[src/include/fdc_pkg.sv]
// Shared constants and types of the floppy drive control block
package fdc_pkg;

   // --------
   // Register map (byte addresses)
   // --------
   localparam int          ADDR_W        = 8;
   localparam logic [7:0]  ADDR_CMD      = 8'h00;
   localparam logic [7:0]  ADDR_STATUS   = 8'h04;
   localparam logic [7:0]  ADDR_TRACK    = 8'h08;
   localparam logic [7:0]  ADDR_CTRL     = 8'h0C;
   localparam logic [7:0]  ADDR_IRQ_STAT = 8'h10;
   localparam logic [7:0]  ADDR_IRQ_CLR  = 8'h14;
   localparam logic [7:0]  ADDR_IRQ_EN   = 8'h18;
   localparam logic [7:0]  ADDR_FLUX     = 8'h1C;

   // --------
   // Field layouts and reset values
   // --------
   localparam int          CMD_OP_LSB    = 0;
   localparam int          CMD_SIDE_BIT  = 3;
   localparam int          CMD_CNT_LSB   = 8;
   localparam int          STAT_BUSY_BIT = 0;
   localparam int          STAT_RNF_BIT  = 4;
   localparam int          STAT_HEAD_BIT = 5;
   localparam int          STAT_SIDE_BIT = 6;
   localparam int          STAT_IRQ_BIT  = 7;
   localparam int          CTRL_HOLD_BIT = 0;
   localparam int          EV_DONE       = 0;
   localparam int          EV_RNF        = 1;
   localparam int          EV_NUM        = 2;
   localparam logic [7:0]  TRACK_RST     = 8'h00;
   localparam logic [7:0]  INNER_TRACK   = 8'h2C;
   localparam logic [31:0] RDATA_ZERO    = 32'h0000_0000;

   // --------
   // Command codes
   // --------
   typedef enum logic [1:0] {
      FDC_OP_STEP_IN,
      FDC_OP_STEP_OUT,
      FDC_OP_READ,
      FDC_OP_WRITE
   } fdc_op_type;

   // --------
   // Timing
   // --------
   localparam int CLK_MHZ       = 125;
   localparam int DIR_SETUP_NS  = 1000;
   localparam int STEP_PULSE_NS = 4000;
   localparam int STEP_RATE_US  = 6000;
   localparam int DIR_SETUP_CYC = (DIR_SETUP_NS * CLK_MHZ + 999) / 1000;
   localparam int STEP_PULSE_CYC = (STEP_PULSE_NS * CLK_MHZ + 999) / 1000;
   localparam int STEP_RATE_CYC = STEP_RATE_US * CLK_MHZ;
   localparam int TICK_W        = 20;

endpackage

[src/include/fdc_step_if.sv]
// Signals between the command sequencer and the step pulse generator
`timescale 1ns/1ps
interface fdc_step_if;
   logic tick;    // Internal timing enable
   logic start;   // One-cycle request for one step
   logic inward;  // Direction of the requested step
   logic busy;    // Step in progress
   logic done;    // One-cycle pulse when the step has finished
   logic step;    // Step pin level
   logic dir;     // Direction pin level

   modport ctrl    (output tick, start, inward,
                    input  busy, done, step, dir);
   modport stepper (input  tick, start, inward,
                    output busy, done, step, dir);
endinterface

[src/hw/fdc_ctrl.sv]
// Floppy drive control signals with APB register access
`timescale 1ns/1ps

// Functional notes
// - Completion interrupt set on done, cleared by status read or command write
// - One step pulse per single track move
// - Direction high inward, low outward
// - Low halve input halves internal timing rate
// - Side output follows command side flag of read/write commands
// - ID side mismatch sets record missing bit
// - Side output changes only at command start
// - Side output zero during master reset
// - Head load output presses head on medium
// - Inner track output at track 44 onward
// - Inner track output valid during read/write
// - Test low routes internal signals to pins
// - Pump drives up/down, released when idle
// - Track register follows each step
// - Head engaged only while engaged input high
module fdc_ctrl
   import fdc_pkg::*;
#(
   parameter int RATE_CYC = STEP_RATE_CYC
) (
   // Clock and reset
   input  wire logic              pclk,
   input  wire logic              presetn,
   // APB slave
   input  wire logic              psel,
   input  wire logic              penable,
   input  wire logic              pwrite,
   input  wire logic [ADDR_W-1:0] paddr,
   input  wire logic [31:0]       pwdata,
   output logic [31:0]            prdata,
   output logic                   pready,
   output logic                   pslverr,
   // Interrupts
   output logic                   completion_irq,
   output logic                   irq,
   // Drive pins
   output logic                   step_out,
   output logic                   head_direction,
   output logic                   side_select_out,
   output logic                   head_load_out,
   output logic                   inner_track_out,
   input  wire logic              head_engaged_in,
   input  wire logic              raw_flux_n,
   input  wire logic              mini_clock_halve_n,
   input  wire logic              test_n,
   // Data separator pump
   input  wire logic              pump_up,
   input  wire logic              pump_down,
   output logic                   pump_out,
   output logic                   pump_oe,
   // ID field checker
   input  wire logic              id_side_valid,
   input  wire logic              id_side
);

   typedef enum logic [2:0] {
      FDC_IDLE,
      FDC_STEP,
      FDC_STEP_WAIT,
      FDC_HEAD_WAIT,
      FDC_ID_WAIT,
      FDC_FINISH
   } fdc_state_type;

   // --------
   // Pin synchronisers and internal timing enable
   // --------
   logic [1:0] halve_s_q, engaged_s_q, flux_s_q, test_s_q;
   logic       flux_d1_q;
   logic       half_q;

   // Two flops per pin; only the second stage is read
   always_ff @(posedge pclk or negedge presetn) begin
      if (!presetn) begin
         halve_s_q   <= 2'h3;
         engaged_s_q <= 2'h0;
         flux_s_q    <= 2'h3;
         test_s_q    <= 2'h3;
         flux_d1_q   <= 1'b1;
         half_q      <= 1'b0;
      end else begin
         halve_s_q   <= {halve_s_q[0], mini_clock_halve_n};
         engaged_s_q <= {engaged_s_q[0], head_engaged_in};
         flux_s_q    <= {flux_s_q[0], raw_flux_n};
         test_s_q    <= {test_s_q[0], test_n};
         flux_d1_q   <= flux_s_q[1];
         half_q      <= ~half_q;
      end
   end

   wire halve_on   = ~halve_s_q[1];
   wire engaged    = engaged_s_q[1];
   wire test_on    = ~test_s_q[1];
   wire flux_fall  = flux_d1_q & ~flux_s_q[1];
   wire tick       = halve_on ? half_q : 1'b1;

   // --------
   // APB decode
   // --------
   logic        pready_q, pslverr_q;
   logic [31:0] prdata_q;

   wire access   = psel & penable & ~pready_q;
   wire commit   = psel & penable & pready_q;
   wire hit_cmd  = (paddr == ADDR_CMD);
   wire hit_stat = (paddr == ADDR_STATUS);
   wire hit_trk  = (paddr == ADDR_TRACK);
   wire hit_ctrl = (paddr == ADDR_CTRL);
   wire hit_ist  = (paddr == ADDR_IRQ_STAT);
   wire hit_iclr = (paddr == ADDR_IRQ_CLR);
   wire hit_ien  = (paddr == ADDR_IRQ_EN);
   wire hit_flux = (paddr == ADDR_FLUX);
   wire mapped   = hit_cmd | hit_stat | hit_trk | hit_ctrl | hit_ist
                 | hit_iclr | hit_ien | hit_flux;
   wire wr_ok    = commit & pwrite & mapped;
   wire rd_ok    = commit & ~pwrite & mapped;
   wire wr_cmd   = wr_ok & hit_cmd;
   wire rd_stat  = rd_ok & hit_stat;

   // --------
   // Sequencer state
   // --------
   fdc_state_type state_q;
   fdc_op_type    op_q;
   logic [7:0]    track_q, steps_q, flux_cnt_q;
   logic          side_q, rnf_q, irq_done_q, hold_q, head_load_q;
   logic          inner_q, pump_q, pump_oe_q, irq_q;
   logic [EV_NUM-1:0] ist_q, ien_q;
   logic          done_ev, rnf_ev;

   fdc_step_if sif ();

   fdc_stepper #(
      .RATE_CYC (RATE_CYC)
   ) u_stepper (
      .pclk    (pclk),
      .presetn (presetn),
      .sif     (sif)
   );

   wire        busy     = (state_q != FDC_IDLE);
   wire [1:0]  cmd_op   = pwdata[CMD_OP_LSB +: 2];
   wire        is_xfer  = (op_q == FDC_OP_READ) | (op_q == FDC_OP_WRITE);
   wire        at_inner = (track_q >= INNER_TRACK);
   wire        mismatch = id_side_valid & (id_side != side_q);

   assign sif.tick   = tick;
   assign sif.inward = (op_q == FDC_OP_STEP_IN);
   assign sif.start  = (state_q == FDC_STEP) & (steps_q != '0);
   assign done_ev    = (state_q == FDC_FINISH);
   assign rnf_ev     = (state_q == FDC_ID_WAIT) & mismatch;

   // Command sequencer: steps, side, head load, ID side compare
   always_ff @(posedge pclk or negedge presetn) begin
      if (!presetn) begin
         state_q     <= FDC_IDLE;
         op_q        <= FDC_OP_STEP_IN;
         steps_q     <= '0;
         track_q     <= TRACK_RST;
         side_q      <= 1'b0;
         rnf_q       <= 1'b0;
         head_load_q <= 1'b0;
      end else begin
         case (state_q)
            FDC_IDLE: begin
               if (wr_cmd) begin
                  op_q    <= fdc_op_type'(cmd_op);
                  steps_q <= pwdata[CMD_CNT_LSB +: 8];
                  rnf_q   <= 1'b0;
                  if (cmd_op == FDC_OP_READ || cmd_op == FDC_OP_WRITE) begin
                     side_q      <= pwdata[CMD_SIDE_BIT];
                     head_load_q <= 1'b1;
                     state_q     <= FDC_HEAD_WAIT;
                  end else begin
                     state_q <= FDC_STEP;
                  end
               end else begin
                  head_load_q <= hold_q;
               end
            end
            FDC_STEP: begin
               state_q <= (steps_q == '0) ? FDC_FINISH : FDC_STEP_WAIT;
            end
            FDC_STEP_WAIT: begin
               if (sif.done) begin
                  // Track register follows the head, one per step
                  if (op_q == FDC_OP_STEP_IN) begin
                     track_q <= track_q + 1'b1;
                  end else begin
                     track_q <= track_q - 1'b1;
                  end
                  steps_q <= steps_q - 1'b1;
                  state_q <= FDC_STEP;
               end
            end
            FDC_HEAD_WAIT: begin
               if (engaged) begin
                  state_q <= FDC_ID_WAIT;
               end
            end
            FDC_ID_WAIT: begin
               if (id_side_valid) begin
                  rnf_q   <= mismatch;
                  state_q <= FDC_FINISH;
               end
            end
            default: begin
               state_q <= FDC_IDLE;
            end
         endcase
         // Track register written by software only while idle
         if (wr_ok && hit_trk && !busy) begin
            track_q <= pwdata[7:0];
         end
      end
   end

   // Completion flag, interrupt status and enables
   always_ff @(posedge pclk or negedge presetn) begin
      if (!presetn) begin
         irq_done_q <= 1'b0;
         ist_q      <= '0;
         ien_q      <= '0;
         irq_q      <= 1'b0;
         hold_q     <= 1'b0;
         flux_cnt_q <= '0;
      end else begin
         // Completion wins over a clearing access in the same cycle
         irq_done_q <= done_ev | (irq_done_q & ~(rd_stat | wr_cmd));
         ist_q[EV_DONE] <= done_ev
                         | (ist_q[EV_DONE] & ~(wr_ok & hit_iclr
                                             & pwdata[EV_DONE]));
         ist_q[EV_RNF]  <= rnf_ev
                         | (ist_q[EV_RNF] & ~(wr_ok & hit_iclr
                                            & pwdata[EV_RNF]));
         if (wr_ok && hit_ien) begin
            ien_q <= pwdata[EV_NUM-1:0];
         end
         if (wr_ok && hit_ctrl) begin
            hold_q <= pwdata[CTRL_HOLD_BIT];
         end
         irq_q <= |(ist_q & ien_q);
         if (flux_fall) begin
            flux_cnt_q <= flux_cnt_q + 1'b1;
         end
      end
   end

   // --------
   // Drive side outputs: inner track, pump, test routing
   // --------
   wire inner_d   = test_on ? tick : (at_inner & is_xfer & busy);
   wire pump_on_d = test_on | (pump_up ^ pump_down);

   // Registered pins; test mode shows internal timing and pump demand
   always_ff @(posedge pclk or negedge presetn) begin
      if (!presetn) begin
         inner_q   <= 1'b0;
         pump_q    <= 1'b0;
         pump_oe_q <= 1'b0;
      end else begin
         inner_q   <= inner_d;
         pump_q    <= pump_up;
         pump_oe_q <= pump_on_d;
      end
   end

   // --------
   // APB answer: one wait state, registered data and error
   // --------
   logic [31:0] rd_mux;

   always_comb begin
      rd_mux = RDATA_ZERO;
      if (hit_stat) begin
         rd_mux[STAT_BUSY_BIT] = busy;
         rd_mux[STAT_RNF_BIT]  = rnf_q;
         rd_mux[STAT_HEAD_BIT] = engaged;
         rd_mux[STAT_SIDE_BIT] = side_q;
         rd_mux[STAT_IRQ_BIT]  = irq_done_q;
      end else if (hit_trk) begin
         rd_mux[7:0] = track_q;
      end else if (hit_ctrl) begin
         rd_mux[CTRL_HOLD_BIT] = hold_q;
      end else if (hit_ist) begin
         rd_mux[EV_NUM-1:0] = ist_q;
      end else if (hit_ien) begin
         rd_mux[EV_NUM-1:0] = ien_q;
      end else if (hit_flux) begin
         rd_mux[7:0] = flux_cnt_q;
      end
   end

   // Ready rises on the second access cycle for every transfer
   always_ff @(posedge pclk or negedge presetn) begin
      if (!presetn) begin
         pready_q  <= 1'b0;
         pslverr_q <= 1'b0;
         prdata_q  <= RDATA_ZERO;
      end else begin
         pready_q  <= access;
         pslverr_q <= access & ~mapped;
         if (access && !pwrite) begin
            prdata_q <= rd_mux;
         end
      end
   end

   // --------
   // Output connections
   // --------
   assign prdata          = prdata_q;
   assign pready          = pready_q;
   assign pslverr         = pslverr_q;
   assign completion_irq  = irq_done_q;
   assign irq             = irq_q;
   assign step_out        = sif.step;
   assign head_direction  = sif.dir;
   assign side_select_out = side_q;
   assign head_load_out   = head_load_q;
   assign inner_track_out = inner_q;
   assign pump_out        = pump_q;
   assign pump_oe         = pump_oe_q;

endmodule

[src/hw/fdc_stepper.sv]
// Step pulse generator with direction setup and step rate wait
`timescale 1ns/1ps
module fdc_stepper
   import fdc_pkg::*;
#(
   parameter int RATE_CYC = STEP_RATE_CYC
) (
   // Clock and reset
   input wire logic     pclk,
   input wire logic     presetn,
   // Sequencer side
   fdc_step_if.stepper  sif
);

   typedef enum logic [1:0] {
      FDC_ST_IDLE,
      FDC_ST_SETUP,
      FDC_ST_PULSE,
      FDC_ST_RATE
   } fdc_st_type;

   localparam logic [TICK_W-1:0] SETUP_LAST = TICK_W'(DIR_SETUP_CYC - 1);
   localparam logic [TICK_W-1:0] PULSE_LAST = TICK_W'(STEP_PULSE_CYC - 1);
   localparam logic [TICK_W-1:0] RATE_LAST  = TICK_W'(RATE_CYC - 1);

   fdc_st_type        st_q;
   logic [TICK_W-1:0] cnt_q;
   logic              step_q;
   logic              dir_q;
   logic              done_q;
   wire               cnt_end = (cnt_q == '0);

   assign sif.step = step_q;
   assign sif.dir  = dir_q;
   assign sif.done = done_q;
   assign sif.busy = (st_q != FDC_ST_IDLE);

   // Direction settles, one pulse, then the step rate wait
   always_ff @(posedge pclk or negedge presetn) begin
      if (!presetn) begin
         st_q   <= FDC_ST_IDLE;
         cnt_q  <= '0;
         step_q <= 1'b0;
         dir_q  <= 1'b0;
         done_q <= 1'b0;
      end else begin
         done_q <= 1'b0;
         case (st_q)
            FDC_ST_IDLE: begin
               if (sif.start) begin
                  dir_q <= sif.inward;
                  cnt_q <= SETUP_LAST;
                  st_q  <= FDC_ST_SETUP;
               end
            end
            FDC_ST_SETUP: begin
               if (sif.tick && cnt_end) begin
                  step_q <= 1'b1;
                  cnt_q  <= PULSE_LAST;
                  st_q   <= FDC_ST_PULSE;
               end else if (sif.tick) begin
                  cnt_q <= cnt_q - 1'b1;
               end
            end
            FDC_ST_PULSE: begin
               if (sif.tick && cnt_end) begin
                  step_q <= 1'b0;
                  cnt_q  <= RATE_LAST;
                  st_q   <= FDC_ST_RATE;
               end else if (sif.tick) begin
                  cnt_q <= cnt_q - 1'b1;
               end
            end
            default: begin
               if (sif.tick && cnt_end) begin
                  done_q <= 1'b1;
                  st_q   <= FDC_ST_IDLE;
               end else if (sif.tick) begin
                  cnt_q <= cnt_q - 1'b1;
               end
            end
         endcase
      end
   end

endmodule

[config.mk]
export PLATFORM = sky130hd
export DESIGN_NAME = fdc_ctrl
export DESIGN_NICKNAME = d
export VERILOG_FILES = /design/src/include/fdc_pkg.sv /design/src/include/fdc_step_if.sv /design/src/hw/fdc_ctrl.sv /design/src/hw/fdc_stepper.sv
export SDC_FILE = /design/constraint.sdc
export NUM_CORES = 1
export LEC_CHECK = 0
export BUFFER_PORTS_ARGS = -buffer_cell sky130_fd_sc_hd__buf_2
export CORE_MARGIN = 2
export CORE_UTILIZATION = 60
export CTS_BUF_LIST = sky130_fd_sc_hd__clkbuf_4 sky130_fd_sc_hd__clkbuf_8
export DETAILED_ROUTE_END_ITERATION = 6
export PLACE_DENSITY = 0.86
export SETUP_SLACK_MARGIN = 0.2
export SLEW_MARGIN = 0
export SYNTH_ARGS = -nofsm -noshare
export SYNTH_HDL_FRONTEND = slang
export SYNTH_SLANG_ARGS = --single-unit
[constraint.sdc]
create_clock -name pclk -period 4.6 [get_ports pclk]
set_input_delay 1.15 -clock pclk [delete_from_list [all_inputs] [get_ports pclk]]
set_output_delay 1.15 -clock pclk [all_outputs]
set_load 0.1 [all_outputs]
Yosys cells after proc, flatten, opt, wreduce, memory -nomap -nowiden
Cells that the tools add are included.
Storage, ports and cells
  register bits: 87
  input bits: 53
  word-level logic and storage cells: 194
Operators by class
  add/subtract/negate cells: 5
  magnitude comparators: 1
  equal/unequal tests: 28
  muxes and demuxes: 48
  bitwise gates (word level): 46
  reduce and logical (&&, ||, !) cells: 36
Operator list (number)
  2-to-1 mux 20 bit: 5
  2-to-1 mux 8 bit: 8
  case mux 20 bit (3 select lines): 1
  equality test 8 x 5 -> 1 bit (second input constant): 4
  AND 1 bit: 22
  zero test 20 bit: 1
  subtractor 20 x 1 -> 20 bit (second input constant): 1
  2-to-1 mux 3 bit: 6
  adder 8 x 1 -> 8 bit (second input constant): 2
  equality test 8 x 4 -> 1 bit (second input constant): 2
  zero test 8 bit: 2
  case mux 8 bit (2 select lines): 1
  subtractor 8 x 1 -> 8 bit (second input constant): 2
  case mux 3 bit (5 select lines): 1
  2-to-1 mux 2 bit: 7
  bitwise OR 1 bit: 13
  2-to-1 mux 1 bit: 12
  2-to-1 mux 6 bit: 2
  AND reduction 3 bit: 4
  nonzero test 2 bit: 6
  equality test 2 bit (second input constant): 5
  AND reduction 2 bit: 5
  NOT 1 bit: 9
  equality test 8 x 3 -> 1 bit (second input constant): 1
  25 further kinds: 42

Longest topological paths before layout
  depth after elaboration: 14
  depth in mapped cells: 8

Cells and area by module
Synthesis repeated with hierarchy kept, for this count alone.
Unflattened totals
  cells, all modules: 554
  area, all modules: 5156.2 sq um
By module, submodules not included
  fdc_ctrl: instances 1, cells an instance 366, area each 3474.6 sq um
  fdc_stepper: instances 1, cells an instance 188, area each 1681.6 sq um

Worst setup path after synthesis
OpenSTA, ideal clock, no wires.
  kind: input -> register
  start point: input port paddr[6]
  end point: register steps_q[5]
  setup time: 0.129 ns
  arrival: 2.808 ns
  data required time: 4.471 ns
  path slack: 1.663 ns
  stages on the path: 7
  buffers on the path: 2
  cell sequence: or4_1 > clkbuf_1 > nor4_4 > a21oi_1 > buf_2 > o21ai_0 > o21ai_0
Between the ends
  longest elaborated chain between the ends: 12
  elaborated cells between the ends (all ways): 19
  those cells by class: 8 x eq/ne; 9 x bitwise; 2 x reduce/logical
Ends and longest elaborated chain
  start, declared: line fdc_ctrl.sv:32  | input wire logic [ADDR_W-1:0] paddr,
  equality test 8 x 3 -> 1 bit or zero test 8 bit (tied branches): line fdc_ctrl.sv:110, fdc_ctrl.sv:109
  bitwise OR 1 bit (4 in a row): line fdc_ctrl.sv:117  | wire mapped = hit_cmd | hit_stat | hit_trk | hit_ctrl | hit_ist
  bitwise OR 1 bit (3 in a row): line fdc_ctrl.sv:118  | | hit_iclr | hit_ien | hit_flux;
  AND 1 bit: line fdc_ctrl.sv:119  | wire wr_ok = commit & pwrite & mapped;
  AND 1 bit *: line fdc_ctrl.sv:121  | wire wr_cmd = wr_ok & hit_cmd;
  inequality test 2 bit (no line) *
  AND reduction 3 bit (no line) *
  end signal, assigned: line fdc_ctrl.sv:172  | steps_q <= pwdata[CMD_CNT_LSB +: 8];
  end signal, assigned: line fdc_ctrl.sv:196  | steps_q <= steps_q - 1'b1;
  end, declared: line fdc_ctrl.sv:129  | logic [7:0] track_q, steps_q, flux_cnt_q;
Mark *: on every way between the ends. The rest lies on a longest branch, timed or not.
A chain may end at the register's enable or synchronous reset.

Worst setup path in the final report
  start point: input port paddr[6]
  end point: register steps_q[0]
Same word-level chain as after synthesis.

==> metrics <==
Routed WL=12.2 mm; R2R Setup Slk=between 1.5 and 2 ns; asr flop ratio synth=100%; Post-Layout Inst Area=roughly 5700 um^2; Yosys warnings=0; Final Hold Viols=0; hold endpoint=test_s_q[1]; Seq. cell area=between 2000 and 2500 um^2; share of layout cells above drive strength 1=a little under a fifth; flops & latches, synth=87; unrepaired setup endpoints after global routing=no; die height=around 98 um; # IOs=96; Mapped Area=approximately 5300 um^2; Crit path largest cell delay=slightly below 0.7 ns; Setup CP Type=input port to register; area leader, netlist=dfrtp_1; Post-synth EDFFs=0; GRT Util Overall=26.5%; max_cap viols=0; multi-input combinational cell area=~2800 um^2; core area=around 8600 um^2; total negative slack=0 ns; min-delay worst type=register to register; placed cell count=691; Adder-Cell Fraction of Synth Area=~4.2%; final core utilization=about 66%; dominant cells by area after synthesis=dfrtp_1, ha_1, dfstp_2; antenna violations before repair=0; DR WL/cell=about 17 um; fmax=roughly 330 MHz; Data required, critical path=around 4.9 ns; port bufs=55; NetSw=between 1500 and 2000 uW; row count=34; final number of setup-violating endpoints=0; Seq pwr share=between 30% and 40%; Root Driver=clkbuf_8; area share of the largest cell type after synthesis=a little under two fifths; net total in the final layout=664; FF-to-FF path depth=7; Lkg Pwr=0.00254 uW; register area share after synthesis=about two fifths; Starting Density=between 60% and 70%; Syn Inst Count=~550; crit path DAT=3.31 ns; Crit. End Element=register; maximum buffer depth of the clock tree=2; post-DP HPWL=8.77 mm; Hold Path Origin=test_s_q[0]; Slew headroom=about a third; Worst Hold Depth=0; Reg2Reg Capture Point=u_stepper.cnt_q[9]; Post-CTS Setup Inserts=0; most used flip-flop cell after synthesis=dfrtp_1; outcome=complete, no violations; Slew @ Worst Pin=1.02 ns; DR vias=between 4k and 5k; Synth-to-Final Area Change=8.23%; router iterations before antenna repair=5; Netlist cell types=71; internal cell power=around 1800 uW; ANT nets after route=0; synth cell count leaders=dfrtp_1, nand2_1, nor2_1; most numerous cell in the Yosys netlist=dfrtp_1; Final Non-Filler Cells=between 700 and 800; initial detailed-routing violation count=335; Net Sw Frac=about half; # fillers=between 700 and 800; CTS Sinks=87; synthesized area per cell=about 9.6 um^2; Clk Latency, worst-skew pair=roughly 0.37 ns; Post-Synth XOR/XNOR Area=under 10%; crit-path cells=buf_2, or4_1, nor4_4, a21oi_1, or3_1, o21ai_0; hold_buf cts=0; largest net degree at the start of global routing=64; TritonCTS buffer count=9; vias per cell=~6.3; Setup Skew=around 0.010 ns; maximum fanout along the worst path=15; Ant. Diodes=0; gpl congestion=around 0.95; Placed Area=roughly 5500 um^2; Synth Area in Simple Gates=about a fifth; reg2reg start=steps_q[0]; Cell Pwr Density=620 nW/um^2; fin crit share=between 60% and 70%; CP Launch Type=input port; GRT overflow=0; peak supply drop=0.000389 V; die width=a little under 100 um; post-CTS resize count=0; Clk pin slew, worst setup/hold paths=0.10 ns; H-tree levels=3; TritonCTS clock tree=built; Remaining DRCs=0; Clk pwr share=approximately 15%; post-synthesis mux area share=about 2.8%; largest family of logic cells by synthesized area=compound AO/OA/AOI/OAI gates; global-route wire length before repair=just over 20 mm; vias in the first global route=~4.3k; Logic pwr share=50.8%; Tmin final=3.01 ns; DIE AREA=approximately 9500 um^2; Slew Limit Fails=0; crit path max-delay cell type=or4_1; compound-cell area share of the yosys netlist=22.3%
## sequential cells by signal (all words and copies together) (netlist names), 3 cells and up
name	flops
prdata	8
u_stepper.cnt_q	20
track_q	8
flux_cnt_q	8
state_q	3
steps_q	8
## logic make-up (layout without fill, tap and decap cells)
group           count (synthesis)  in the layout
compound gates                164            164
buf+inv                        64             92
simple gates                  185            185
other cells                     1             24
fa+ha+maj                      17             17
flops                          87             87
mux                            14             14
xor+xnor                       16             16
## placed cells by master (no fill, tap or decap), types with 5 or more instances in the layout
cell type	synthesis	layout
xnor2_1	11	11
nor2_1	38	38
nor4_1	10	10
o211ai_1	9	9
o21ai_0	31	31
ha_1	16	16
dfrtp_1	80	80
nand3_1	14	14
o22a_1	13	13
nor3_1	11	11
mux2_2	6	6
buf_2	5	54
or2_2	5	5
a22oi_1	8	8
a211oi_1	15	15
dfstp_2	7	7
a31oi_1	9	9
conb_1	1	24
mux2i_1	8	8
clkbuf_8	0	9
inv_1	19	19
a2bb2oi_1	5	5
nand4_1	6	6
and2_1	5	5
xor2_1	5	5
nand2_1	47	47
or3_1	14	14
a21oi_1	26	26
## through the flow
step | power, uW | hold slack, ns | setup slack, ns
after global routing | 3760 | 0.364 | 1.50
final | 3530 | 0.361 | 1.59
after floorplan | 2610 | 0.331 | 1.66
after global placement | 2880 | 0.336 | 1.25
after CTS | 3510 | 0.359 | 1.60
after detailed placement | 2970 | 0.342 | 1.22
## worst max-delay path by stage
stage	startpoint	to
global placement	paddr[6]	steps_q[0]
finish	paddr[6]	steps_q[0]
global route	paddr[6]	steps_q[0]
floorplan	paddr[6]	steps_q[5]
CTS	paddr[6]	steps_q[0]
detailed placement	paddr[6]	steps_q[0]
## layout make-up
cell class,instances,share of cell area (%)
timing repair buffer,57,5.14
clock inverter,7,1.32
multi-input combinational,420,49.3
inverter,19,1.25
tap,108,2.37
clock buffer,9,2.18
sequential,87,38.4
## power by group through the flow
stage	sequential, uW	clock, uW	combinational, uW
2_1_floorplan	1260	0	1350
3_3_place_gp	1190	0	1690
3_5_place_dp	1200	0	1770
4_1_cts	1190	542	1780
5_1_grt	1230	570	1960
6_report	1200	538	1790
## worst max-delay path, delay by kind of cell
family / cells / cell delay (ns)
simple gates: 3 / 1.60
compound gates: 2 / 0.46
buf+inv: 1 / 0.09
## per-layer routing
metal / global-route usage, % / wire length [um] / vias up / part of all wire, %
met2: 43.4 / 5970 / 159 / 49
met1: 35.9 / 5270 / 2166 / 43
met3: 2.66 / 703 / 22 / 5.8
li1: - / - / 2099 / -
met4: 11.6 / 262 / 0 / 2.1
met5: 0 / 0 / - / 0
(Power assumes the default switching activity.)
